--- config.mk ---
export PLATFORM = sky130hd
export DESIGN_NAME = dopo_channel
export DESIGN_NICKNAME = d
export VERILOG_FILES = /design/src/dopo_pkg.sv /design/src/dopo_channel.sv
export SDC_FILE = /design/constraint.sdc
export NUM_CORES = 1
export LEC_CHECK = 0
export BUFFER_PORTS_ARGS = -buffer_cell sky130_fd_sc_hd__buf_2
export CAP_MARGIN = 25
export CORE_MARGIN = 5
export CORE_UTILIZATION = 30
export DETAILED_ROUTE_END_ITERATION = 7
export PLACE_DENSITY = 0.56
export SLEW_MARGIN = 30
export SYNTH_ARGS = -nofsm -noshare
export SYNTH_HDL_FRONTEND = slang
export SYNTH_SLANG_ARGS = --single-unit
--- constraint.sdc ---
create_clock -name core_clk_i -period 29.7 [get_ports core_clk_i]
set_input_delay 5.94 -clock core_clk_i [delete_from_list [all_inputs] [get_ports core_clk_i]]
set_output_delay 5.94 -clock core_clk_i [all_outputs]
set_load 0.01 [all_outputs]
--- src/dopo_pkg.sv ---
// package for the delayed one-shot pulse output channel
// assumes a single 25 MHz module clock; all times are tick counts
`default_nettype none
package dopo_pkg;
    // module clock
    localparam int unsigned CLK_HZ          = 25_000_000;
    // time base periods in microseconds, as printed (0.1 ms and 1 ms)
    localparam int unsigned TB_FINE_US      = 100;
    localparam int unsigned TB_COARSE_US    = 1000;
    // clock cycles per tick, derived from the rate
    localparam int unsigned TB_FINE_CYC     = CLK_HZ / 1_000_000 * TB_FINE_US;
    localparam int unsigned TB_COARSE_CYC   = CLK_HZ / 1_000_000 * TB_COARSE_US;
    localparam int unsigned TB_CNT_W        = 15;
    // least usable duration counts per time base
    localparam logic [15:0] MIN_DUR_FINE    = 16'h0002;
    localparam logic [15:0] MIN_DUR_COARSE  = 16'h0001;
    // on-delay limits: 0.2 ms floor in fine ticks, 65.535 s ceiling in coarse ticks
    localparam logic [15:0] MIN_DLY_FINE    = 16'h0002;
    localparam logic [15:0] MAX_DLY_COARSE  = 16'hffff;
    // factor weighting divisor (0.1)
    localparam int unsigned FACTOR_DIV      = 10;
    // sequence counter limits
    localparam logic [3:0]  SEQ_MAX_PLAIN   = 4'h1;
    localparam logic [3:0]  SEQ_MAX_GATED   = 4'hf;
    // reset values of configuration
    localparam logic        TB_DEFAULT      = 1'b0;
    localparam logic        GATE_DEFAULT    = 1'b0;
    localparam logic [15:0] DLY_PAR_DEFAULT = 16'h0000;

    // sequence states
    typedef enum logic [2:0] {
        ST_IDLE  = 3'b001,
        ST_DELAY = 3'b010,
        ST_PULSE = 3'b100
    } dopo_state_t;
endpackage
`default_nettype wire

--- src/dopo_channel.sv ---
// one channel of a delayed one-shot pulse generator
// assumes all inputs synchronous to core_clk_i and config held stable while a sequence runs
// Function
// - echo output shows whether a start request is pending
// - gate select picks plain input or hardware gate, default plain
// - with gate, sequence begins at first gate rising edge while requested
// - gate rising edges during a running sequence are ignored
// - while request stays set, each new gate edge after a sequence ends starts another
// - start event begins on-delay timing and sets running status
// - after delay, output high for duration, then low and running cleared
// - dropping request during delay or pulse aborts at once
// - fine base gives 0.2 ms to 6.5535 s in 0.1 ms steps
// - coarse base gives 1 ms to 65.535 s in 1 ms steps
// - duration is a 16-bit count times the time base
// - duration change while running keeps going to the new end
// - new duration below elapsed time ends sequence and sets pulse fault
// - pulse fault stays set until next sequence start clears it
// - short interface on-delay is a 16-bit parameter times time base
// - short interface effective delay is factor times 0.1 times parameter
// - factor change mid-sequence applies only from next start
// - isochronous synchronisation leaves behaviour unchanged
// - time base selects 0.1 ms or 1 ms, default fine; delay default 0
// - long interface takes on-delay count directly from the controller
// - duration below minimum count gives no output pulse
// - tiny delay or zero factor means no delay; huge delay clamped
// - sequence counter counts completions, wraps at 1 plain or 15 gated
`default_nettype none
module dopo_channel
    import dopo_pkg::*;
(
    // clock and reset
    input  wire logic        core_clk_i,
    input  wire logic        rst_b_i,
    // configuration
    input  wire logic        coarse_base_i,       // 0: 0.1 ms, 1: 1 ms
    input  wire logic        hardware_gate_i,     // 1: gate pin acts as hardware gate
    input  wire logic        long_interface_i,    // 1: delay count taken directly
    input  wire logic [15:0] delay_param_i,       // configured on-delay count
    // control from the controller
    input  wire logic        sw_start_request_i,
    input  wire logic        direct_output_i,     // direct output control bit
    input  wire logic [15:0] pulse_duration_i,
    input  wire logic [7:0]  delay_factor_i,
    input  wire logic [15:0] delay_count_i,       // long interface on-delay
    // process pin
    input  wire logic        gate_input_pin_i,
    output logic             pulse_o,
    // feedback
    output logic             sequence_running_o,
    output logic             start_request_echo_o,
    output logic             pulse_fault_o,
    output logic             gate_level_o,
    output logic             pulse_level_o,
    output logic [3:0]       sequence_counter_o
);

    // scale a count by a time base to fine ticks (used for the delay floor test)
    // wide enough for a clamped fine delay, so the floor test never sees a wrapped value
    function automatic logic [23:0] to_fine(input logic [19:0] cnt, input logic coarse);
        logic [23:0] r;
        r = {4'h0, cnt};
        if (coarse) begin
            r = 24'(cnt * 20'(TB_COARSE_US / TB_FINE_US));
        end
        return r;
    endfunction

    // sequence state
    dopo_state_t         state_ff;
    dopo_state_t         nxt_state;
    // divider and phase timing, elapsed and delay 20 bits to hold a clamped fine delay
    logic [TB_CNT_W-1:0] tb_cnt_ff;
    logic                tick;
    logic [19:0]         elapsed_ff;
    logic [19:0]         delay_ff;
    // edge memories and sticky status
    logic                req_ff;
    logic                gate_ff;
    logic                armed_ff;
    logic                fault_ff;
    logic [3:0]          seq_ff;
    // decoded strobes
    logic                pulse_ff;
    logic                start;
    logic                gate_rise;
    logic [19:0]         eff_delay;
    logic                dur_ok;
    logic                done;
    logic                shrink;

    // time base tick
    // the divider free-runs, so the first tick of a sequence may come early by
    // up to one tick period; the trade is one shared divider and no restart logic
    always_ff @(posedge core_clk_i or negedge rst_b_i) begin
        if (!rst_b_i) begin
            tb_cnt_ff <= '0;
        end else if (tick) begin
            tb_cnt_ff <= '0;
        end else begin
            tb_cnt_ff <= tb_cnt_ff + 1'b1;
        end
    end

    assign tick = coarse_base_i ? (tb_cnt_ff == TB_CNT_W'(TB_COARSE_CYC - 1))
                                : (tb_cnt_ff == TB_CNT_W'(TB_FINE_CYC - 1));

    always_comb begin
        logic [31:0] prod;
        logic [31:0] lim;
        logic [23:0] fine;
        // the ceiling is the same time in both bases, so the fine base needs ten
        // times the count; a 16-bit delay would cut it at a tenth of that
        lim       = coarse_base_i ? 32'(MAX_DLY_COARSE)
                                  : 32'(MAX_DLY_COARSE) * 32'(TB_COARSE_US / TB_FINE_US);
        prod      = '0;
        fine      = '0;
        eff_delay = '0;
        if (long_interface_i) begin
            eff_delay = {4'h0, delay_count_i};
        end else begin
            prod = 32'(delay_param_i) * 32'(delay_factor_i) / 32'(FACTOR_DIV);
            if (prod > lim) begin
                prod = lim;
            end
            eff_delay = prod[19:0];
        end
        fine = to_fine(eff_delay, coarse_base_i);
        if (fine < 24'(MIN_DLY_FINE)) begin
            eff_delay = '0;
        end
    end

    assign dur_ok = coarse_base_i ? (pulse_duration_i >= MIN_DUR_COARSE)
                                  : (pulse_duration_i >= MIN_DUR_FINE);

    // edge memories for request and gate
    always_ff @(posedge core_clk_i or negedge rst_b_i) begin
        if (!rst_b_i) begin
            req_ff  <= 1'b0;
            gate_ff <= 1'b0;
        end else begin
            req_ff  <= sw_start_request_i;
            gate_ff <= gate_input_pin_i;
        end
    end

    assign gate_rise = gate_input_pin_i & ~gate_ff;

    // armed means a rising request edge is waiting to be used (plain mode)
    // fresh start required after abort or finish
    // a start consumes the edge before it may arm, otherwise a held request
    // would restart the channel on the first idle cycle after a finish
    always_ff @(posedge core_clk_i or negedge rst_b_i) begin
        if (!rst_b_i) begin
            armed_ff <= 1'b0;
        end else if (!sw_start_request_i) begin
            armed_ff <= 1'b0;
        end else if (start) begin
            armed_ff <= 1'b0;
        end else if (!req_ff && !direct_output_i) begin
            armed_ff <= 1'b1;
        end
    end

    // start needs request edge (plain) or gate edge with request held (gated), direct control low
    always_comb begin
        start = 1'b0;
        if (state_ff == ST_IDLE && sw_start_request_i && !direct_output_i) begin
            if (hardware_gate_i) begin
                start = gate_rise;
            end else begin
                start = armed_ff | ~req_ff;
            end
        end
    end

    // shrink below elapsed is a fault
    assign shrink = (state_ff == ST_PULSE) && (20'(pulse_duration_i) < elapsed_ff);
    assign done   = (state_ff == ST_PULSE) && tick
                    && (elapsed_ff + 20'h00001 >= 20'(pulse_duration_i));

    always_comb begin
        nxt_state = state_ff;
        case (state_ff)
            ST_IDLE: begin
                if (start && dur_ok) begin
                    nxt_state = (eff_delay == 20'h00000) ? ST_PULSE : ST_DELAY;
                end else if (start) begin
                    nxt_state = ST_IDLE;
                end
            end
            ST_DELAY: begin
                if (!sw_start_request_i) begin
                    nxt_state = ST_IDLE;
                end else if (tick && elapsed_ff + 20'h00001 >= delay_ff) begin
                    nxt_state = ST_PULSE;
                end
            end
            ST_PULSE: begin
                if (!sw_start_request_i || shrink || done) begin
                    nxt_state = ST_IDLE;
                end
            end
            default: begin
                nxt_state = ST_IDLE;
            end
        endcase
    end

    always_ff @(posedge core_clk_i or negedge rst_b_i) begin
        if (!rst_b_i) begin
            state_ff <= ST_IDLE;
        end else begin
            state_ff <= nxt_state;
        end
    end

    // elapsed tick counter, restarted on each phase change
    // delay latched at start
    always_ff @(posedge core_clk_i or negedge rst_b_i) begin
        if (!rst_b_i) begin
            elapsed_ff <= '0;
            delay_ff   <= 20'(DLY_PAR_DEFAULT);
        end else if (nxt_state != state_ff) begin
            elapsed_ff <= '0;
            if (state_ff == ST_IDLE) begin
                delay_ff <= eff_delay;
            end
        end else if (tick && state_ff != ST_IDLE && elapsed_ff != 20'hfffff) begin
            elapsed_ff <= elapsed_ff + 20'h00001;
        end
    end

    // duration in ticks of the base
    // output rises in start cycle when no delay
    always_comb begin
        pulse_ff = (state_ff == ST_PULSE) && sw_start_request_i && !shrink;
        if (state_ff == ST_IDLE && start && dur_ok && eff_delay == 20'h00000) begin
            pulse_ff = 1'b1;
        end
    end

    // fault set on shrink; set wins
    always_ff @(posedge core_clk_i or negedge rst_b_i) begin
        if (!rst_b_i) begin
            fault_ff <= 1'b0;
        end else if (shrink && sw_start_request_i) begin
            fault_ff <= 1'b1;
        end else if (start) begin
            fault_ff <= 1'b0;
        end
    end

    always_ff @(posedge core_clk_i or negedge rst_b_i) begin
        if (!rst_b_i) begin
            seq_ff <= '0;
        end else if (done && sw_start_request_i) begin
            if (seq_ff >= (hardware_gate_i ? SEQ_MAX_GATED : SEQ_MAX_PLAIN)) begin
                seq_ff <= '0;
            end else begin
                seq_ff <= seq_ff + 4'h1;
            end
        end
    end

    // no isochronous dependency in any path
    assign start_request_echo_o = sw_start_request_i;
    // running falls with the request in the same cycle, like the pulse, so an
    // abort shows at once on both
    assign sequence_running_o   = ((state_ff != ST_IDLE) && sw_start_request_i)
                                  || (start && dur_ok);
    assign pulse_o              = pulse_ff;
    assign pulse_level_o        = pulse_ff;
    assign gate_level_o         = gate_ff;
    assign pulse_fault_o        = fault_ff;
    assign sequence_counter_o   = seq_ff;

endmodule
`default_nettype wire

==> metrics <==
Die Y 232 µm; Final setup viols 0; clk_skew 0.00957 ns; top cells by count, synth 177 x nand2_1, 176 x inv_1, 142 x ha_1, 122 x nor2_1, 97 x a21oi_1; Longest Clk Path Bufs 2; DRC violations left 0; Syn Inst Count 1806; antenna violations before repair 3; Clk pin slew, worst setup/hold paths 0.05 ns; hold_ws 0.494 ns; CP Class primary input to output pin; Horiz. Die Dim 232 µm; vias per inst 5.42; clock buffer count from CTS 9; Non-Filler Instances 2501; DP HPWL 32600 µm; vias in the first global route 13089; WP depth 66; DRT Wirelength 40900 µm; top cell type's share of synthesized area 12.0%; starting density of the core 30.3%; fillers 5160; Post-Syn Area 14800 µm²; via count 13555; Core Region 48800 µm²; CP max stage delay 0.62 ns; largest net degree at the start of global routing 67; first-pass GRT wire length 67800 µm; # rows 81; htree depth 3; sequential area share after synthesis 11.2%; most common cell in the netlist nand2_1; Arrival @ worst endpoint 22.74 ns; FFs w/ async S/R, synth 100%; ratio of final minimum period to clock period 96.6%; Reg2Reg Depth 33; final hold vios 0; worst skew pair latency 0.33 ns; crit path launch type primary input; Root Driver clkbuf_16; Setup crit end kind output pin; clock sink total 66; Max FO, Critical Path 20; Hold Buf Count CTS 0; Final ANT Viol Nets 0; Die ar. 53800 µm²; Crit path top cell by count a21oi_1; CP top delay family compound AO/OA/AOI/OAI gates; initial drt markers 1063; Synth Register Bits 66; post-synth top area cell ha_1; Reg-to-Reg Start elapsed_ff[0]; Wirelength per Cell 16.4 µm; Final Util 32.5%; Hold WC Path Type flip-flop to flip-flop; Synth warnings 0; status finished clean; Worst R2R Setup Slack 24.64 ns; max-slew violation count 0; Area growth syn-to-layout 7.54%; cell at the slowest stage of the critical path or4b_1; Layout Nets 2122; Synth area leaders ha_1 12%, fa_1 12%, dfrtp_1 11%, nand2_1 4.5%, inv_1 4.5%; Post-synth EDFFs 0; Port Buffers 73; total grt overflow 0; Worst EP required 23.76 ns; placer congestion estimate 0.917; count of boundary I/O pins 74; Design Area, Final 15900 µm²; number of max-cap violations 0; placed insts 2479; FF+latch area 1650 µm²; first drt pass iteration count 5; GRT Total Usage 14.8%; WP buf/inv 5; CP endpoint pulse_o; area occupied by multi-input gates 11900 µm²; ratio of cells with drive above 1 in the final layout 14.8%; TritonCTS clock tree done; Max-slew headroom 36.8%; worst r2r dst elapsed_ff[19]; Tmin final 28.68 ns; critical path launch point delay_factor_i[7]; main flop type after synthesis dfrtp_1; Net Count, Synth 2097; fmax 34.9 MHz; dpl cell area 15500 µm²; syn avg cell area 8.19 µm²; post-synthesis cell type count 143; Least-Margin Pin Slew 0.941 ns
## worst min path at each step
stage	startpoint	to	slack (ns)	depth (start not counted)
3_5_place_dp	delay_ff[7]	delay_ff[7]	0.48	2
3_3_place_gp	tb_cnt_ff[0]	tb_cnt_ff[0]	0.47	1
2_1_floorplan	tb_cnt_ff[0]	tb_cnt_ff[0]	0.45	1
4_1_cts	delay_ff[7]	delay_ff[7]	0.50	2
6_report	tb_cnt_ff[0]	tb_cnt_ff[0]	0.49	1
5_1_grt	delay_ff[7]	delay_ff[7]	0.51	2
## metal layers
layer  global-route usage (%)  up-vias  share of wire [%]
met4                     2.94        0                1.5
met1                     20.3     6605                 45
met5                        0        -                  0
met2                     26.1      383                 49
li1                         -     6515                  -
met3                    0.734       52                3.9
## stage by stage
stage | setup TNS, ns | setup WS, ns
global route | -0.00896 | -0.00452
detailed placement | 0 | 0.488
floorplan | 0 | 3.22
global placement | 0 | 0.812
CTS | 0 | 0.396
finish | 0 | 1.02
## flip-flops by register name (all words and copies together) (netlist names)
register            cells
sequence_counter_o      4
elapsed_ff             20
req_ff                  1
state_ff                3
armed_ff                1
pulse_fault_o           1
tb_cnt_ff              15
gate_level_o            1
delay_ff               20
## area by class of cell
type | instances | area share [%]
diodes | 1 | 0.0157
clock buffers | 10 | 1.44
clock inverters | 6 | 0.417
inverters | 178 | 4.20
multi-input cells | 1473 | 74.6
flip-flops and latches | 66 | 10.4
well taps | 664 | 5.23
repair buffers | 103 | 3.74
## worst reg2reg max path: cells and delay by family, from the launching register on
family / cells / cell delay (ns)
fa+ha+maj: 2 / 0.54
buf+inv: 1 / 0.22
flops: 1 / 0.45
xor+xnor: 1 / 0.24
simple gates: 13 / 1.03
compound gates: 16 / 2.47
## repair_timing
item / 4_1_cts / 5_1_grt
setup endpoints to repair: 0 / 2
buffers inserted: 0 / 5
gates resized for setup: 0 / 16
## cells in the final DEF, fill, tap and decap left out, types with 21 or more instances in the layout
cell type,n
a21oi_1,97
and2_1,85
buf_2,73
buf_4,29
dfrtp_1,65
fa_1,85
ha_1,142
inv_1,176
nand2_1,176
nand3_1,60
nand4_1,23
nor2_1,122
nor3_1,35
nor4_1,23
o211ai_1,21
o21ai_0,66
xnor2_1,66
xor2_1,28
## cells by family (layout without fill, tap and decap cells)
kind of cell	after synthesis	in the layout	synth area share, %
AO/OA/AOI/OAI	459	459	24.3
XOR/XNOR	98	98	5.95
adder cells (fa/ha/maj)	227	227	23.5
buffers and inverters	267	297	9.44
flip-flops	66	66	11.2
multiplexers	17	17	1.21
other	0	1	0
AND/OR/NAND/NOR	672	672	24.4
Power is not shown: default switching activity piles up to over one toggle a cycle in this logic, so the estimate is an artifact.
